**src/pmta_cfg.svh**
```systemverilog
// Constants for the program memory table access block
`ifndef PMTA_CFG_SVH
`define PMTA_CFG_SVH

// Register index width and data width
`define PMTA_ADDR_W       3
`define PMTA_DATA_W       8

// Register offsets
`define PMTA_OFS_PTR_LOW  3'h0
`define PMTA_OFS_PTR_HIGH 3'h1
`define PMTA_OFS_PTR_UP   3'h2
`define PMTA_OFS_LATCH    3'h3
`define PMTA_OFS_CTRL     3'h4
`define PMTA_OFS_IRQ_STAT 3'h5
`define PMTA_OFS_IRQ_MASK 3'h6

// Control register bit positions
`define PMTA_CTRL_MEMSEL  7
`define PMTA_CTRL_SPACE   6
`define PMTA_CTRL_ERASE   4
`define PMTA_CTRL_FAULT   3
`define PMTA_CTRL_UNLOCK  2
`define PMTA_CTRL_WR      1
`define PMTA_CTRL_RD      0

// Interrupt status bit positions
`define PMTA_IRQ_WRDONE   0
`define PMTA_IRQ_RDDONE   1
`define PMTA_IRQ_FAULT    2
`define PMTA_IRQ_W        3

// Pointer geometry
`define PMTA_PTR_W        22
`define PMTA_PTR_LOW_W    21
`define PMTA_PTR_TOP      21
`define PMTA_ERASE_LSB    6
`define PMTA_UP_W         6

// Table pointer update modes
`define PMTA_MODE_KEEP    2'h0
`define PMTA_MODE_POSTINC 2'h1
`define PMTA_MODE_POSTDEC 2'h2
`define PMTA_MODE_PREINC  2'h3

// Memory operation codes
`define PMTA_OP_READ      2'h0
`define PMTA_OP_WRITE     2'h1
`define PMTA_OP_ERASE     2'h2

// Reset values
`define PMTA_RST_BYTE     8'h00
`define PMTA_RST_PTR      22'h00_0000

`endif

```
**src/pmta_pkg.sv**
```systemverilog
// Types shared by the program memory table access block
package pmta_pkg;

	// Sequencer states
	typedef enum logic [1:0]
	{
		PMTA_IDLE,
		PMTA_FETCH,
		PMTA_EEREAD,
		PMTA_PROG
	} pmta_state_e;

	// Byte data type
	typedef logic [7:0] pmta_byte_t;

endpackage

```
**src/pmta_top.sv**
```systemverilog
// Program memory table access: pointer, latch, control and sequencer
// Behaviour
// - read start ignored when either select set
// - eight-bit table latch in register space
// - latch carries bytes both ways
// - pointer selects one program memory byte
// - upper, high, low bytes form pointer
// - low 21 bits address program space
// - top bit redirects table fetches to ID/configuration space; writes and erases use the space select instead
// - auto update changes low 21 bits only
// - keep, post-inc, post-dec, pre-inc modes
// - table fetch uses all 22 bits
// - erase ignores pointer bits five to zero
//
// The placing of the registers and the plain strobed port were chosen for this implementation.
`timescale 1ns/1ns
`include "pmta_cfg.svh"

module pmta_top
	import pmta_pkg::*;
#(
	parameter int HOLD_AW = 5 // Holding buffer index width
)
(
	sys_clk,
	rst,
	ce,
	reg_addr,
	reg_wdata,
	reg_wr,
	reg_rd,
	reg_rdata,
	tbl_valid,
	tbl_store,
	tbl_mode,
	tbl_ready,
	tbl_done,
	nvm_req,
	nvm_op,
	nvm_addr,
	nvm_cfg_space,
	nvm_flash,
	nvm_wdata,
	nvm_done,
	nvm_rdata,
	hold_idx,
	hold_data,
	irq
);
	input  wire logic                    sys_clk;       // System clock
	input  wire logic                    rst;           // Sync reset, high
	input  wire logic                    ce;            // Clock enable
	input  wire logic [`PMTA_ADDR_W-1:0] reg_addr;      // Register index
	input  wire logic [`PMTA_DATA_W-1:0] reg_wdata;     // Write data
	input  wire logic                    reg_wr;        // Write strobe
	input  wire logic                    reg_rd;        // Read strobe
	output logic      [`PMTA_DATA_W-1:0] reg_rdata;     // Read data
	input  wire logic                    tbl_valid;     // Table instruction
	input  wire logic                    tbl_store;     // 1 store, 0 fetch
	input  wire logic [1:0]              tbl_mode;      // Pointer mode
	output logic                         tbl_ready;     // Can take one
	output logic                         tbl_done;      // Instruction done
	output logic                         nvm_req;       // Memory op pulse
	output logic      [1:0]              nvm_op;        // Memory op code
	output logic      [`PMTA_PTR_W-1:0]  nvm_addr;      // Memory address
	output logic                         nvm_cfg_space; // Config space
	output logic                         nvm_flash;     // Flash, not EEPROM
	output logic      [`PMTA_DATA_W-1:0] nvm_wdata;     // EEPROM write byte
	input  wire logic                    nvm_done;      // Op finished
	input  wire logic [`PMTA_DATA_W-1:0] nvm_rdata;     // Read byte
	input  wire logic [HOLD_AW-1:0]      hold_idx;      // Buffer read index
	output logic      [`PMTA_DATA_W-1:0] hold_data;     // Buffer read byte
	output logic                         irq;           // Interrupt level

	// Pointer, latch and control state
	logic [`PMTA_PTR_W-1:0]  ptr_r;      // Table pointer, upper byte first
	logic [`PMTA_PTR_W-1:0]  ptr_nxt;    // Next pointer
	logic [`PMTA_DATA_W-1:0] latch_r;    // Table latch
	logic [`PMTA_DATA_W-1:0] latch_nxt;  // Next latch
	logic                    memsel_r;   // 1 flash, 0 EEPROM
	logic                    memsel_nxt; // Next memory select
	logic                    space_r;    // Configuration space select
	logic                    space_nxt;  // Next space select
	logic                    erase_r;    // Erase instead of write
	logic                    erase_nxt;  // Next erase select
	logic                    fault_r;    // Program fault flag
	logic                    fault_nxt;  // Next fault flag
	logic                    unlock_r;   // Program unlock
	logic                    unlock_nxt; // Next unlock
	logic                    wr_r;       // Write start, high while busy
	logic                    wr_nxt;     // Next write start
	logic                    rd_r;       // EEPROM read start, high while busy
	logic                    rd_nxt;     // Next read start
	pmta_state_e             state_r;    // Sequencer state
	pmta_state_e             state_nxt;  // Next state

	// Memory request and instruction outputs
	logic                    req_r;      // Request pulse
	logic                    req_nxt;    // Next request
	logic [1:0]              op_r;       // Operation code
	logic [1:0]              op_nxt;     // Next operation code
	logic [`PMTA_PTR_W-1:0]  addr_r;     // Request address
	logic [`PMTA_PTR_W-1:0]  addr_nxt;   // Next address
	logic                    cfg_r;      // Configuration space target
	logic                    cfg_nxt;    // Next space target
	logic                    flash_r;    // Flash target
	logic                    flash_nxt;  // Next flash target
	logic                    done_r;     // Instruction done pulse
	logic                    done_nxt;   // Next done

	// Interrupt and read-back state
	logic [`PMTA_IRQ_W-1:0]  stat_r;     // Sticky status bits
	logic [`PMTA_IRQ_W-1:0]  stat_nxt;   // Next status
	logic [`PMTA_IRQ_W-1:0]  mask_r;     // Interrupt mask
	logic [`PMTA_IRQ_W-1:0]  mask_nxt;   // Next mask
	logic [`PMTA_DATA_W-1:0] rdata_r;    // Read data register
	logic [`PMTA_DATA_W-1:0] rdata_nxt;  // Next read data
	logic                    irq_r;      // Interrupt level register
	logic                    irq_nxt;    // Next interrupt level
	logic [`PMTA_DATA_W-1:0] ctrl_rd;    // Control register image

	// Decodes and events
	logic                    take;       // Table instruction taken
	logic                    hold_wr;    // Store into holding buffer
	logic                    ctrl_wr;    // Control register write
	logic                    wr_go;      // Write or erase launch
	logic                    ee_rd_go;   // EEPROM read launch
	logic                    cut;        // Reset lands in a program cycle
	logic                    ev_wrdone;  // Program cycle finished
	logic                    ev_rddone;  // Read finished
	logic                    ev_fault;   // Program cycle cut by reset
	logic [`PMTA_PTR_W-1:0]  ptr_use;    // Address of this access
	logic [`PMTA_PTR_W-1:0]  ptr_after;  // Pointer after this access
	logic [`PMTA_PTR_W-1:0]  erase_addr; // Block aligned erase address

	// Pointer stepping, low part only
	pmta_ptr_step u_step
	(
		.ptr_in    (ptr_r),
		.mode      (tbl_mode),
		.ptr_use   (ptr_use),
		.ptr_after (ptr_after)
	);

	// Holding buffer for stored bytes
	pmta_hold_buf
	#(
		.AW (HOLD_AW),
		.DW (`PMTA_DATA_W)
	)
	u_hold
	(
		.sys_clk (sys_clk),
		.ce      (ce),
		.wr_en   (hold_wr),
		.wr_idx  (ptr_use[HOLD_AW-1:0]),
		.wr_data (latch_r),
		.rd_idx  (hold_idx),
		.rd_data (hold_data)
	);

	// Handshake and launch decodes
	assign tbl_ready  = (state_r == PMTA_IDLE);
	assign take       = tbl_valid && tbl_ready;
	assign hold_wr    = take && tbl_store;
	assign ctrl_wr    = reg_wr && (reg_addr == `PMTA_OFS_CTRL);
	// Write needs the unlock already set
	assign wr_go      = ctrl_wr && reg_wdata[`PMTA_CTRL_WR] && unlock_r;
	// Read start refused with either select set
	assign ee_rd_go   = ctrl_wr && reg_wdata[`PMTA_CTRL_RD]
		&& !reg_wdata[`PMTA_CTRL_MEMSEL] && !reg_wdata[`PMTA_CTRL_SPACE];
	assign cut        = rst && (state_r == PMTA_PROG);
	// Erase drops the in-block offset
	assign erase_addr = {ptr_r[`PMTA_PTR_W-1:`PMTA_ERASE_LSB], {`PMTA_ERASE_LSB{1'h0}}};

	// Outputs straight from registers
	assign tbl_done      = done_r;
	assign nvm_req       = req_r;
	assign nvm_op        = op_r;
	assign nvm_addr      = addr_r;
	assign nvm_cfg_space = cfg_r;
	assign nvm_flash     = flash_r;
	assign nvm_wdata     = latch_r;
	assign reg_rdata     = rdata_r;
	assign irq           = irq_r;

	// Next pointer, latch, control and sequencer state
	always_comb
	begin
		ptr_nxt    = ptr_r;
		latch_nxt  = latch_r;
		memsel_nxt = memsel_r;
		space_nxt  = space_r;
		erase_nxt  = erase_r;
		fault_nxt  = fault_r;
		unlock_nxt = unlock_r;
		wr_nxt     = wr_r;
		rd_nxt     = rd_r;
		state_nxt  = state_r;
		req_nxt    = 1'h0;
		op_nxt     = op_r;
		addr_nxt   = addr_r;
		cfg_nxt    = cfg_r;
		flash_nxt  = flash_r;
		done_nxt   = 1'h0;
		ev_wrdone  = 1'h0;
		ev_rddone  = 1'h0;
		ev_fault   = 1'h0;
		// Software writes; start bits only through launches
		if (reg_wr)
		begin
			case (reg_addr)
				`PMTA_OFS_PTR_LOW:  ptr_nxt[`PMTA_DATA_W-1:0] = reg_wdata;
				`PMTA_OFS_PTR_HIGH: ptr_nxt[`PMTA_PTR_W-`PMTA_UP_W-1:`PMTA_DATA_W] = reg_wdata;
				`PMTA_OFS_PTR_UP:
					ptr_nxt[`PMTA_PTR_W-1:`PMTA_PTR_W-`PMTA_UP_W] = reg_wdata[`PMTA_UP_W-1:0];
				`PMTA_OFS_LATCH:    latch_nxt = reg_wdata;
				`PMTA_OFS_CTRL:
				begin
					memsel_nxt = reg_wdata[`PMTA_CTRL_MEMSEL];
					space_nxt  = reg_wdata[`PMTA_CTRL_SPACE];
					erase_nxt  = reg_wdata[`PMTA_CTRL_ERASE];
					fault_nxt  = reg_wdata[`PMTA_CTRL_FAULT];
					unlock_nxt = reg_wdata[`PMTA_CTRL_UNLOCK];
				end
				default: ;
			endcase
		end
		// Sequencer; a table instruction wins over a launch
		case (state_r)
			PMTA_IDLE:
			begin
				if (hold_wr)
				begin
					ptr_nxt  = ptr_after;
					done_nxt = 1'h1;
				end
				else if (take)
				begin
					ptr_nxt   = ptr_after;
					req_nxt   = 1'h1;
					op_nxt    = `PMTA_OP_READ;
					addr_nxt  = ptr_use;
					cfg_nxt   = ptr_use[`PMTA_PTR_TOP];
					flash_nxt = 1'h1;
					state_nxt = PMTA_FETCH;
				end
				else if (wr_go)
				begin
					wr_nxt    = 1'h1;
					req_nxt   = 1'h1;
					op_nxt    = reg_wdata[`PMTA_CTRL_ERASE] ? `PMTA_OP_ERASE : `PMTA_OP_WRITE;
					addr_nxt  = reg_wdata[`PMTA_CTRL_ERASE] ? erase_addr : ptr_r;
					flash_nxt = reg_wdata[`PMTA_CTRL_MEMSEL];
					cfg_nxt   = reg_wdata[`PMTA_CTRL_SPACE];
					state_nxt = PMTA_PROG;
				end
				else if (ee_rd_go)
				begin
					rd_nxt    = 1'h1;
					req_nxt   = 1'h1;
					op_nxt    = `PMTA_OP_READ;
					addr_nxt  = ptr_r;
					cfg_nxt   = 1'h0;
					flash_nxt = 1'h0;
					state_nxt = PMTA_EEREAD;
				end
			end
			// Fetched byte goes into the latch
			PMTA_FETCH:
			begin
				if (nvm_done)
				begin
					latch_nxt = nvm_rdata;
					done_nxt  = 1'h1;
					ev_rddone = 1'h1;
					state_nxt = PMTA_IDLE;
				end
			end
			// EEPROM byte also lands in the latch
			PMTA_EEREAD:
			begin
				if (nvm_done)
				begin
					latch_nxt = nvm_rdata;
					rd_nxt    = 1'h0;
					ev_rddone = 1'h1;
					state_nxt = PMTA_IDLE;
				end
			end
			// Write or erase runs until the memory answers
			PMTA_PROG:
			begin
				if (nvm_done)
				begin
					wr_nxt    = 1'h0;
					ev_wrdone = 1'h1;
					state_nxt = PMTA_IDLE;
				end
			end
			default: state_nxt = PMTA_IDLE;
		endcase
		// Reset; a cut program cycle leaves its trace
		if (rst)
		begin
			ptr_nxt    = `PMTA_RST_PTR;
			latch_nxt  = `PMTA_RST_BYTE;
			erase_nxt  = 1'h0;
			unlock_nxt = 1'h0;
			wr_nxt     = 1'h0;
			rd_nxt     = 1'h0;
			state_nxt  = PMTA_IDLE;
			req_nxt    = 1'h0;
			op_nxt     = `PMTA_OP_READ;
			addr_nxt   = `PMTA_RST_PTR;
			cfg_nxt    = 1'h0;
			flash_nxt  = 1'h0;
			done_nxt   = 1'h0;
			ev_wrdone  = 1'h0;
			ev_rddone  = 1'h0;
			// Fault survives reset; unknown until software clears it
			fault_nxt  = fault_r | cut;
			memsel_nxt = cut ? memsel_r : 1'h0;
			space_nxt  = cut ? space_r : 1'h0;
			ev_fault   = cut;
		end
	end

	// Register the pointer, latch, control and sequencer state
	always_ff @(posedge sys_clk)
	begin
		if (ce)
		begin
			ptr_r    <= ptr_nxt;
			latch_r  <= latch_nxt;
			memsel_r <= memsel_nxt;
			space_r  <= space_nxt;
			erase_r  <= erase_nxt;
			fault_r  <= fault_nxt;
			unlock_r <= unlock_nxt;
			wr_r     <= wr_nxt;
			rd_r     <= rd_nxt;
			state_r  <= state_nxt;
			req_r    <= req_nxt;
			op_r     <= op_nxt;
			addr_r   <= addr_nxt;
			cfg_r    <= cfg_nxt;
			flash_r  <= flash_nxt;
			done_r   <= done_nxt;
		end
	end

	// Next status, mask, read data and interrupt
	always_comb
	begin
		stat_nxt  = stat_r;
		mask_nxt  = mask_r;
		rdata_nxt = `PMTA_RST_BYTE;
		ctrl_rd   = `PMTA_RST_BYTE;
		ctrl_rd[`PMTA_CTRL_MEMSEL] = memsel_r;
		ctrl_rd[`PMTA_CTRL_SPACE]  = space_r;
		ctrl_rd[`PMTA_CTRL_ERASE]  = erase_r;
		ctrl_rd[`PMTA_CTRL_FAULT]  = fault_r;
		ctrl_rd[`PMTA_CTRL_UNLOCK] = unlock_r;
		ctrl_rd[`PMTA_CTRL_WR]     = wr_r;
		ctrl_rd[`PMTA_CTRL_RD]     = rd_r;
		// Reading status clears it, a new event wins
		if (reg_rd && (reg_addr == `PMTA_OFS_IRQ_STAT))
			stat_nxt = {`PMTA_IRQ_W{1'h0}};
		if (ev_wrdone)
			stat_nxt[`PMTA_IRQ_WRDONE] = 1'h1;
		if (ev_rddone)
			stat_nxt[`PMTA_IRQ_RDDONE] = 1'h1;
		if (reg_wr && (reg_addr == `PMTA_OFS_IRQ_MASK))
			mask_nxt = reg_wdata[`PMTA_IRQ_W-1:0];
		// Read data stand only in the cycle after the strobe
		if (reg_rd)
		begin
			case (reg_addr)
				`PMTA_OFS_PTR_LOW:  rdata_nxt = ptr_r[`PMTA_DATA_W-1:0];
				`PMTA_OFS_PTR_HIGH: rdata_nxt = ptr_r[`PMTA_PTR_W-`PMTA_UP_W-1:`PMTA_DATA_W];
				`PMTA_OFS_PTR_UP:
					rdata_nxt = {{(`PMTA_DATA_W-`PMTA_UP_W){1'h0}},
						ptr_r[`PMTA_PTR_W-1:`PMTA_PTR_W-`PMTA_UP_W]};
				`PMTA_OFS_LATCH:    rdata_nxt = latch_r;
				`PMTA_OFS_CTRL:     rdata_nxt = ctrl_rd;
				`PMTA_OFS_IRQ_STAT: rdata_nxt = {{(`PMTA_DATA_W-`PMTA_IRQ_W){1'h0}}, stat_r};
				`PMTA_OFS_IRQ_MASK: rdata_nxt = {{(`PMTA_DATA_W-`PMTA_IRQ_W){1'h0}}, mask_r};
				default:            rdata_nxt = `PMTA_RST_BYTE;
			endcase
		end
		// Level follows the status as it is stored
		irq_nxt = |(stat_nxt & mask_nxt);
		// Reset keeps only the cut-write event
		if (rst)
		begin
			stat_nxt = {`PMTA_IRQ_W{1'h0}};
			stat_nxt[`PMTA_IRQ_FAULT] = ev_fault;
			mask_nxt  = {`PMTA_IRQ_W{1'h0}};
			rdata_nxt = `PMTA_RST_BYTE;
			irq_nxt   = 1'h0;
		end
	end

	// Register status, mask, read data and interrupt
	always_ff @(posedge sys_clk)
	begin
		if (ce)
		begin
			stat_r  <= stat_nxt;
			mask_r  <= mask_nxt;
			rdata_r <= rdata_nxt;
			irq_r   <= irq_nxt;
		end
	end

endmodule

```
**src/pmta_ptr_step.sv**
```systemverilog
// Table pointer pre and post adjustment for table instructions
`timescale 1ns/1ns
`include "pmta_cfg.svh"

module pmta_ptr_step
	import pmta_pkg::*;
(
	ptr_in,
	mode,
	ptr_use,
	ptr_after
);
	input  wire logic [`PMTA_PTR_W-1:0] ptr_in;    // Current pointer
	input  wire logic [1:0]             mode;      // Update mode
	output logic      [`PMTA_PTR_W-1:0] ptr_use;   // Address for access
	output logic      [`PMTA_PTR_W-1:0] ptr_after; // Pointer after access

	logic [`PMTA_PTR_LOW_W-1:0] low_inc; // Low part plus one
	logic [`PMTA_PTR_LOW_W-1:0] low_dec; // Low part minus one
	logic                       top;     // Space bit, never stepped

	// Step only the low part, top bit carried through
	always_comb
	begin
		top     = ptr_in[`PMTA_PTR_TOP];
		low_inc = ptr_in[`PMTA_PTR_LOW_W-1:0] + 21'h1;
		low_dec = ptr_in[`PMTA_PTR_LOW_W-1:0] - 21'h1;
		ptr_use   = ptr_in;
		ptr_after = ptr_in;
		case (mode)
			`PMTA_MODE_POSTINC: ptr_after = {top, low_inc};
			`PMTA_MODE_POSTDEC: ptr_after = {top, low_dec};
			`PMTA_MODE_PREINC:
			begin
				ptr_use   = {top, low_inc};
				ptr_after = {top, low_inc};
			end
			default: ptr_after = ptr_in;
		endcase
	end

endmodule

```
**src/pmta_hold_buf.sv**
```systemverilog
// Holding buffer that collects table store bytes before programming
`timescale 1ns/1ns
`include "pmta_cfg.svh"

module pmta_hold_buf
	import pmta_pkg::*;
#(
	parameter int AW = 5, // Index width
	parameter int DW = 8  // Byte width
)
(
	sys_clk,
	ce,
	wr_en,
	wr_idx,
	wr_data,
	rd_idx,
	rd_data
);
	input  wire logic          sys_clk; // System clock
	input  wire logic          ce;      // Clock enable
	input  wire logic          wr_en;   // Write strobe
	input  wire logic [AW-1:0] wr_idx;  // Write index
	input  wire logic [DW-1:0] wr_data; // Write byte
	input  wire logic [AW-1:0] rd_idx;  // Read index
	output logic      [DW-1:0] rd_data; // Registered read byte

	logic [DW-1:0] mem [0:(1<<AW)-1]; // Storage
	logic [DW-1:0] rd_nxt;            // Next read byte

	// Read look-up
	always_comb
	begin
		rd_nxt = mem[rd_idx];
	end

	// Storage and read register
	always_ff @(posedge sys_clk)
	begin
		if (ce)
		begin
			if (wr_en)
				mem[wr_idx] <= wr_data;
			rd_data <= rd_nxt;
		end
	end

endmodule

```
**config.mk**
```make
export PLATFORM = sky130hd
export DESIGN_NAME = pmta_top
export DESIGN_NICKNAME = d
export VERILOG_FILES = /design/src/pmta_pkg.sv /design/src/pmta_top.sv /design/src/pmta_ptr_step.sv /design/src/pmta_hold_buf.sv
export VERILOG_INCLUDE_DIRS = /design/src
export SDC_FILE = /design/constraint.sdc
export NUM_CORES = 1
export LEC_CHECK = 0
export ABC_AREA = 1
export BUFFER_PORTS_ARGS = -buffer_cell sky130_fd_sc_hd__buf_2
export CORE_MARGIN = 2
export CORE_UTILIZATION = 30
export DETAILED_ROUTE_END_ITERATION = 12
export PLACE_DENSITY = 0.46
export SKIP_CTS_REPAIR_TIMING = 1
export SLEW_MARGIN = 10
export SYNTH_ARGS = -nofsm -noshare
export SYNTH_HDL_FRONTEND = slang
export SYNTH_HIERARCHICAL = 1
export SYNTH_SLANG_ARGS = --single-unit
```
**constraint.sdc**
```tcl
create_clock -name sys_clk -period 2.54 [get_ports sys_clk]
set_input_delay 0.508 -clock sys_clk [delete_from_list [all_inputs] [get_ports sys_clk]]
set_output_delay 0.508 -clock sys_clk [all_outputs]
set_load 0.01 [all_outputs]
```
# Yosys cells after proc, flatten, opt, wreduce, memory -nomap -nowiden
# Memory sizes are Yosys's and may differ from the RTL's. A register that Yosys moved wholly into a read port is not among the register bits.
# Index checks and enable logic that the tools add are counted.
[totals] reg_bits=82 ramBits=256 inputBits=34 output_inout_bits=54 wordCells=166 n_memories=1
[op_classes] addsub=2 eq_ne=23 mux=82 n_bitwise=4 reduce_logical=33
[memory_table] memory="u_hold.mem" depth=32 width=8 rd=1 rd_clocked_by_memory_dff=1 write_ports=1 line_no="pmta_hold_buf.sv:28" rtl="logic [DW-1:0] mem [0:(1<<AW)-1];"
[ops] operator="two-way mux 22 bit" n=9
[ops] operator="one-hot mux 8 bit (7 select lines)" n=1
[ops] operator="two-way mux 8 bit" n=6
[ops] operator="two-way mux 1 bit" n=44
[ops] operator="one-hot mux 21 bit (2 select lines)" n=1
[ops] operator="two-way mux 2 bit" n=11
[ops] operator="adder 21 x 1 -> 21 bit, second input constant" n=1
[ops] operator="two-way mux 21 bit" n=1
[ops] operator="subtractor 21 x 1 -> 21 bit, second input constant" n=1
[ops] operator="inequality test 3 bit, second input constant" n=5
[ops] operator="two-way mux 6 bit" n=2
[ops] operator="AND reduction 4 bit" n=3
[ops] operator="logical AND 1 bit" n=11
[ops] operator="equality test 3 bit, second input constant" n=3
[ops] operator="two-way mux 3 bit" n=3
[ops] operator="OR reduction 3 bit" n=3
[ops] operator="equality test 2 bit, second input constant" n=4
[ops] operator="AND reduction 7 bit" n=1
[ops] operator="equality test 3 x 2 -> 1 bit, second input constant" n=2
[ops] operator="inequality test 3 x 2 -> 1 bit, second input constant" n=2
[ops] operator="one-hot mux 1 bit (2 select lines)" n=3
[ops] operator="AND reduction 6 bit" n=1
[ops] operator="nonzero test 2 bit" n=3
[ops] operator="nonzero test 3 bit" n=2
[ops] operator="other kinds (15)" n=21

# Depth between registers and ports, before layout
[depth] depth_word=10 mapped_depth=14 depth_no_buf=14

# By module
# Netlist, hierarchy kept.
[modules_own_cells] mod="pmta_hold_buf" instances=1 cells_per_inst=924 area_per_inst_um2=10870.4
[modules_own_cells] mod="pmta_top" instances=1 cells_per_inst=510 area_per_inst_um2=4439.3
[modules_own_cells] mod="pmta_ptr_step" instances=1 cells_per_inst=351 area_per_inst_um2=1682.9

# Worst setup path after synthesis
# OpenSTA, ideal clock, no wires.
[synth_timing] path_kind="register to register" from="reg ptr_r[1]" to="mem u_hold.mem[30][0] (enable)" setup_time_ps=370 t_arrival_ps=1952 required_time_ps=2170 slack_ps=217 path_stages_with_launch=6 path_buffers=0 path_cell_list="edfxtp_1 > ha_1 > xnor2_1 > o21ai_0 > nand3_1 > nor2_1"
[synth_via] elab_chain_cells=2
[synth_lines] item="start, declared" line_no="pmta_top.sv:76" rtl="logic [`PMTA_PTR_W-1:0] ptr_r;"
[synth_lines] item="start signal, assigned" line_no="pmta_top.sv:334" rtl="ptr_r <= ptr_nxt;"
[synth_lines] item="adder 21 x 1 -> 21 bit" line_no="pmta_ptr_step.sv:26" rtl="low_inc = ptr_in[`PMTA_PTR_LOW_W-1:0] + 21'h1;"
[synth_lines] item="two-way mux 21 bit" line_no="pmta_ptr_step.sv:30" rtl="case (mode)"
[synth_lines] item="net ptr_use[2]" line_no="pmta_top.sv:132" rtl="logic [`PMTA_PTR_W-1:0] ptr_use;"
[synth_lines] item="end, declared" line_no="pmta_hold_buf.sv:28"
# The timed path passes the listed nets, and every way through them passes these cells.

# Worst setup path in the final report
[layout_timing] from="reg ptr_r[1]" to="mem u_hold.mem[8][4] (enable)"
# The elaborated chain is that of the path after synthesis.

==> parameters.txt <==
Parameter                              Value

Power
  Peak supply drop    between 0.4 and 0.5 mV
  Internal power component    around 10 mW
  Part of the power in registers    between 40 and 50%
  Clk pwr share    roughly two fifths
  Switching Share    a little over a quarter
  Power density of the placed cells    684 mW/mm^2
  Portion of total power attributed to combinational logic    10.6%
  Net Switching    about 3.5 mW
  Total power    roughly 14 mW
  Total leakage power    between 7 and 8 nW

STA
  Number of hold violations in the final report    0
  Maximum clock frequency    around 420 MHz
  Setup skew after layout    about 28 ps
  Minimum clock period    approximately 2400 ps
  Measured slew at the worst slew-check pin    around 690 ps
  Slew margin rel.    a little over half
  Finish-stage setup viols    0
  Max Slew Vio Count    0
  RSZ-0062 raised after global routing    true
  Fraction of the cycle the final worst path needs    94.7%

Clock tree
  Source-to-sink clock delay at the later pin of the worst-skew pair    580 ps
  Clk slew on worst S/H paths    approximately 60 ps
  CTS tree    yes
  Root buffer cell    sky130_fd_sc_hd__clkbuf_16
  Number of buffers created by CTS    between 40 and 50
  Number of sinks handled by clock tree synthesis    around 350
  Max H-tree Level    2
  Clock tree buffer depth    3

Floorplanning
  Horizontal extent of the die    242 microns
  Core region area    about 0.056 sq mm
  Height of the chip    roughly 240 microns
  Floorplan row count    87
  Top-Level Pins    88
  Total Die Area    roughly 0.059 sq mm
  Initial Utilization    30.3%

Synthesis
  Synth warnings    6
  EDFF count, synth    around 350
  Flop and latch count out of synthesis    346
  Number of instances in the synthesized netlist    ~1,800
  Mapped Nets    between 1,500 and 2,000
  Proportion of synthesized chip area in sequential cells    61.1%
  Syn Std Cell Area    0.0170 sq mm
  Post-synthesis cell type count    38
  Top flip-flop cell by instance count after synthesis    sky130_fd_sc_hd__edfxtp_1
  Average size of a mapped cell    9.52 sq um
  Ys async rst share    0%

Min path
  Source of the worst hold timing path    nvm_rdata[0]
  Hold-critical path depth    3
  Type of the tightest min-delay check    in -> reg
  Hold path endpoint    nvm_wdata[0]$_SDFFCE_PP0P_

Worst setup path
  CP endpoint kind    flop
  Worst flop-to-flop path endpoint    u_hold/mem[8][4]$_DFFE_PP_
  Biggest fanout along the worst timing path    8
  Flop-to-flop setup slack    about 140 ps
  CP Launch Type    flop
  Crit Path Class    reg -> reg
  WP data arrival    ~2700 ps
  Depth of the most critical reg-to-reg path    8
  Critical Path RT    roughly 2800 ps
  Crit Reg-Reg Startpoint    ptr_r[1]$_SDFFCE_PP0P_

Placement
  Placer congestion estimate    about 0.86
  Total placed instance area    between 0.015 and 0.02 sq mm
  Half-perimeter wire length after placement    ~38,000 microns
  Count of buffers inserted at the top-level ports    87

Routing
  TritonRoute pass-1 iters    6
  Drt wl/cell    between 15 and 20 microns
  Number of antenna-violating nets in the routed design    0
  Total Routed Length    53,800 microns
  Via count    13,200
  Remaining routing DRC violations    0
  Iteration-0 DRC Markers    1,145
  Avg Vias per Cell    4.87

Final layout
  Final core area utilization    about a third
  Share of cells above drive strength 1    approximately 14%
  # nets final    roughly 2,000
  Area growth from synthesis to layout    16.8%
  Final instance area    ~0.020 sq mm
  Commonest cells after routing, fill and taps aside    sky130_fd_sc_hd__nand2_1, sky130_fd_sc_hd__edfxtp_1, sky130_fd_sc_hd__nand3_1
  Leading cell type in the layout, fill and taps excluded    sky130_fd_sc_hd__nand2_1

GRT
  Number of antenna violations at the first check in global routing    2
  Largest net degree at the start of global routing    between 60 and 70
  Gr usage total    18.1%
  GRT overflow    0
  Via count of the first global-routing pass    between 10,000 and 15,000
  First-pass GRT wire length    approximately 80,000 microns

Status
  Run status    finished clean

Flow run
  Maximum capacitance violations    0
cell families after synthesis:
logic type	synth area share [%]
simple gates	26.6
xor+xnor	0.722
buf+inv	6.30
fa+ha+maj	0.442
flops	61.1
compound gates	4.76
cells in the mapped netlist, types with 3 or more instances:
cell type,n,share of area (%)
sky130_fd_sc_hd__o211ai_1,4,0.18
sky130_fd_sc_hd__buf_6,30,2.0
sky130_fd_sc_hd__nand2_1,593,13
sky130_fd_sc_hd__buf_1,3,0.066
sky130_fd_sc_hd__nand3_1,288,8.5
sky130_fd_sc_hd__inv_2,8,0.18
sky130_fd_sc_hd__edfxtp_1,346,61
sky130_fd_sc_hd__xor2_1,11,0.57
sky130_fd_sc_hd__o21ai_1,8,0.24
sky130_fd_sc_hd__nor2_1,135,3.0
sky130_fd_sc_hd__a21oi_1,49,1.4
sky130_fd_sc_hd__xnor2_1,3,0.15
sky130_fd_sc_hd__clkbuf_1,20,0.44
sky130_fd_sc_hd__buf_4,11,0.49
sky130_fd_sc_hd__nand4_1,14,0.52
sky130_fd_sc_hd__nor2_2,7,0.26
sky130_fd_sc_hd__nor2_4,5,0.33
sky130_fd_sc_hd__nand2_2,9,0.33
sky130_fd_sc_hd__buf_2,29,0.85
sky130_fd_sc_hd__o22ai_1,4,0.15
sky130_fd_sc_hd__inv_1,102,2.3
sky130_fd_sc_hd__o21ai_0,81,2.4
sky130_fd_sc_hd__ha_1,6,0.44
worst max-delay path, stage by stage (launching register included):
cell                       delay (ps)
sky130_fd_sc_hd__edfxtp_1         450
sky130_fd_sc_hd__buf_4            190
sky130_fd_sc_hd__nand3_1          150
sky130_fd_sc_hd__xor2_1           200
sky130_fd_sc_hd__o21ai_0          250
sky130_fd_sc_hd__buf_4            190
sky130_fd_sc_hd__nand3_1          240
sky130_fd_sc_hd__nor2_1           220
sky130_fd_sc_hd__buf_4            200
metal layers:
layer	GRT usage (%)	up-vias	routed length, microns
met5	0	-	0
met4	5.07	0	1370
met3	3.08	74	3190
met2	30.0	420	25500
met1	24.3	6341	23700
li1	-	6353	-
worst max-delay path by stage:
stage	startpoint	end	slack, ps	depth (start not counted)
after floorplan	ptr_r[1]$_SDFFCE_PP0P_	u_hold/mem[30][0]$_DFFE_PP_	220	5
after global placement	state_r[0]$_SDFFCE_PP0P_	u_hold/mem[4][0]$_DFFE_PP_	60	8
after detailed placement	state_r[0]$_SDFFCE_PP0P_	u_hold/mem[4][5]$_DFFE_PP_	8	8
after CTS	state_r[0]$_SDFFCE_PP0P_	u_hold/mem[4][5]$_DFFE_PP_	6	8
after global routing	state_r[0]$_SDFFCE_PP0P_	u_hold/mem[10][2]$_DFFE_PP_	-50	10
final	ptr_r[1]$_SDFFCE_PP0P_	u_hold/mem[8][4]$_DFFE_PP_	140	8
sequential cells by signal (all words and copies together), names as in the netlist:
register        count
erase_r             1
u_hold/rd_data      8
reg_rdata           8
nvm_wdata           8
ptr_r              22
nvm_req             1
state_r             2
unlock_r            1
stat_r              3
memsel_r            1
fault_r             1
space_r             1
nvm_op              2
irq                 1
nvm_cfg_space       1
nvm_flash           1
wr_r                1
rd_r                1
tbl_done            1
u_hold/mem        256
mask_r              3
nvm_addr           22
power groups by stage:
stage	Combinational [mW]	Clock, mW	Sequential (mW)
2_1_floorplan	0.807	0	6.71
3_3_place_gp	1.44	0	6.73
3_5_place_dp	1.43	0	6.73
4_1_cts	1.44	5.66	6.62
5_1_grt	1.59	5.85	6.62
6_report	1.44	5.52	6.61
through the flow:
stage | std cells | TNS, ps | setup WS (ps) | hold WS, ps
after floorplan | 1785 | 0 | 217 | 555
after global placement | 2634 | 0 | 59.4 | 601
after detailed placement | 2634 | 0 | 8.42 | 608
after CTS | 2704 | 0 | 6.36 | 242
after global routing | 2706 | -440 | -45.7 | 261
final | 2708 | 0 | 135 | 266
final cells by class:
cell class	instances	area (sq um)
inverters	111	422
multi-input cells	1235	5550
diodes	2	5.00
clock inverters	25	189
repair buffers	188	1300
well taps	756	946
clock buffers	45	1040
flip-flops and latches	346	10400
fillers	5820	36300
No activity file was read; power rests on OpenSTA's default activity.
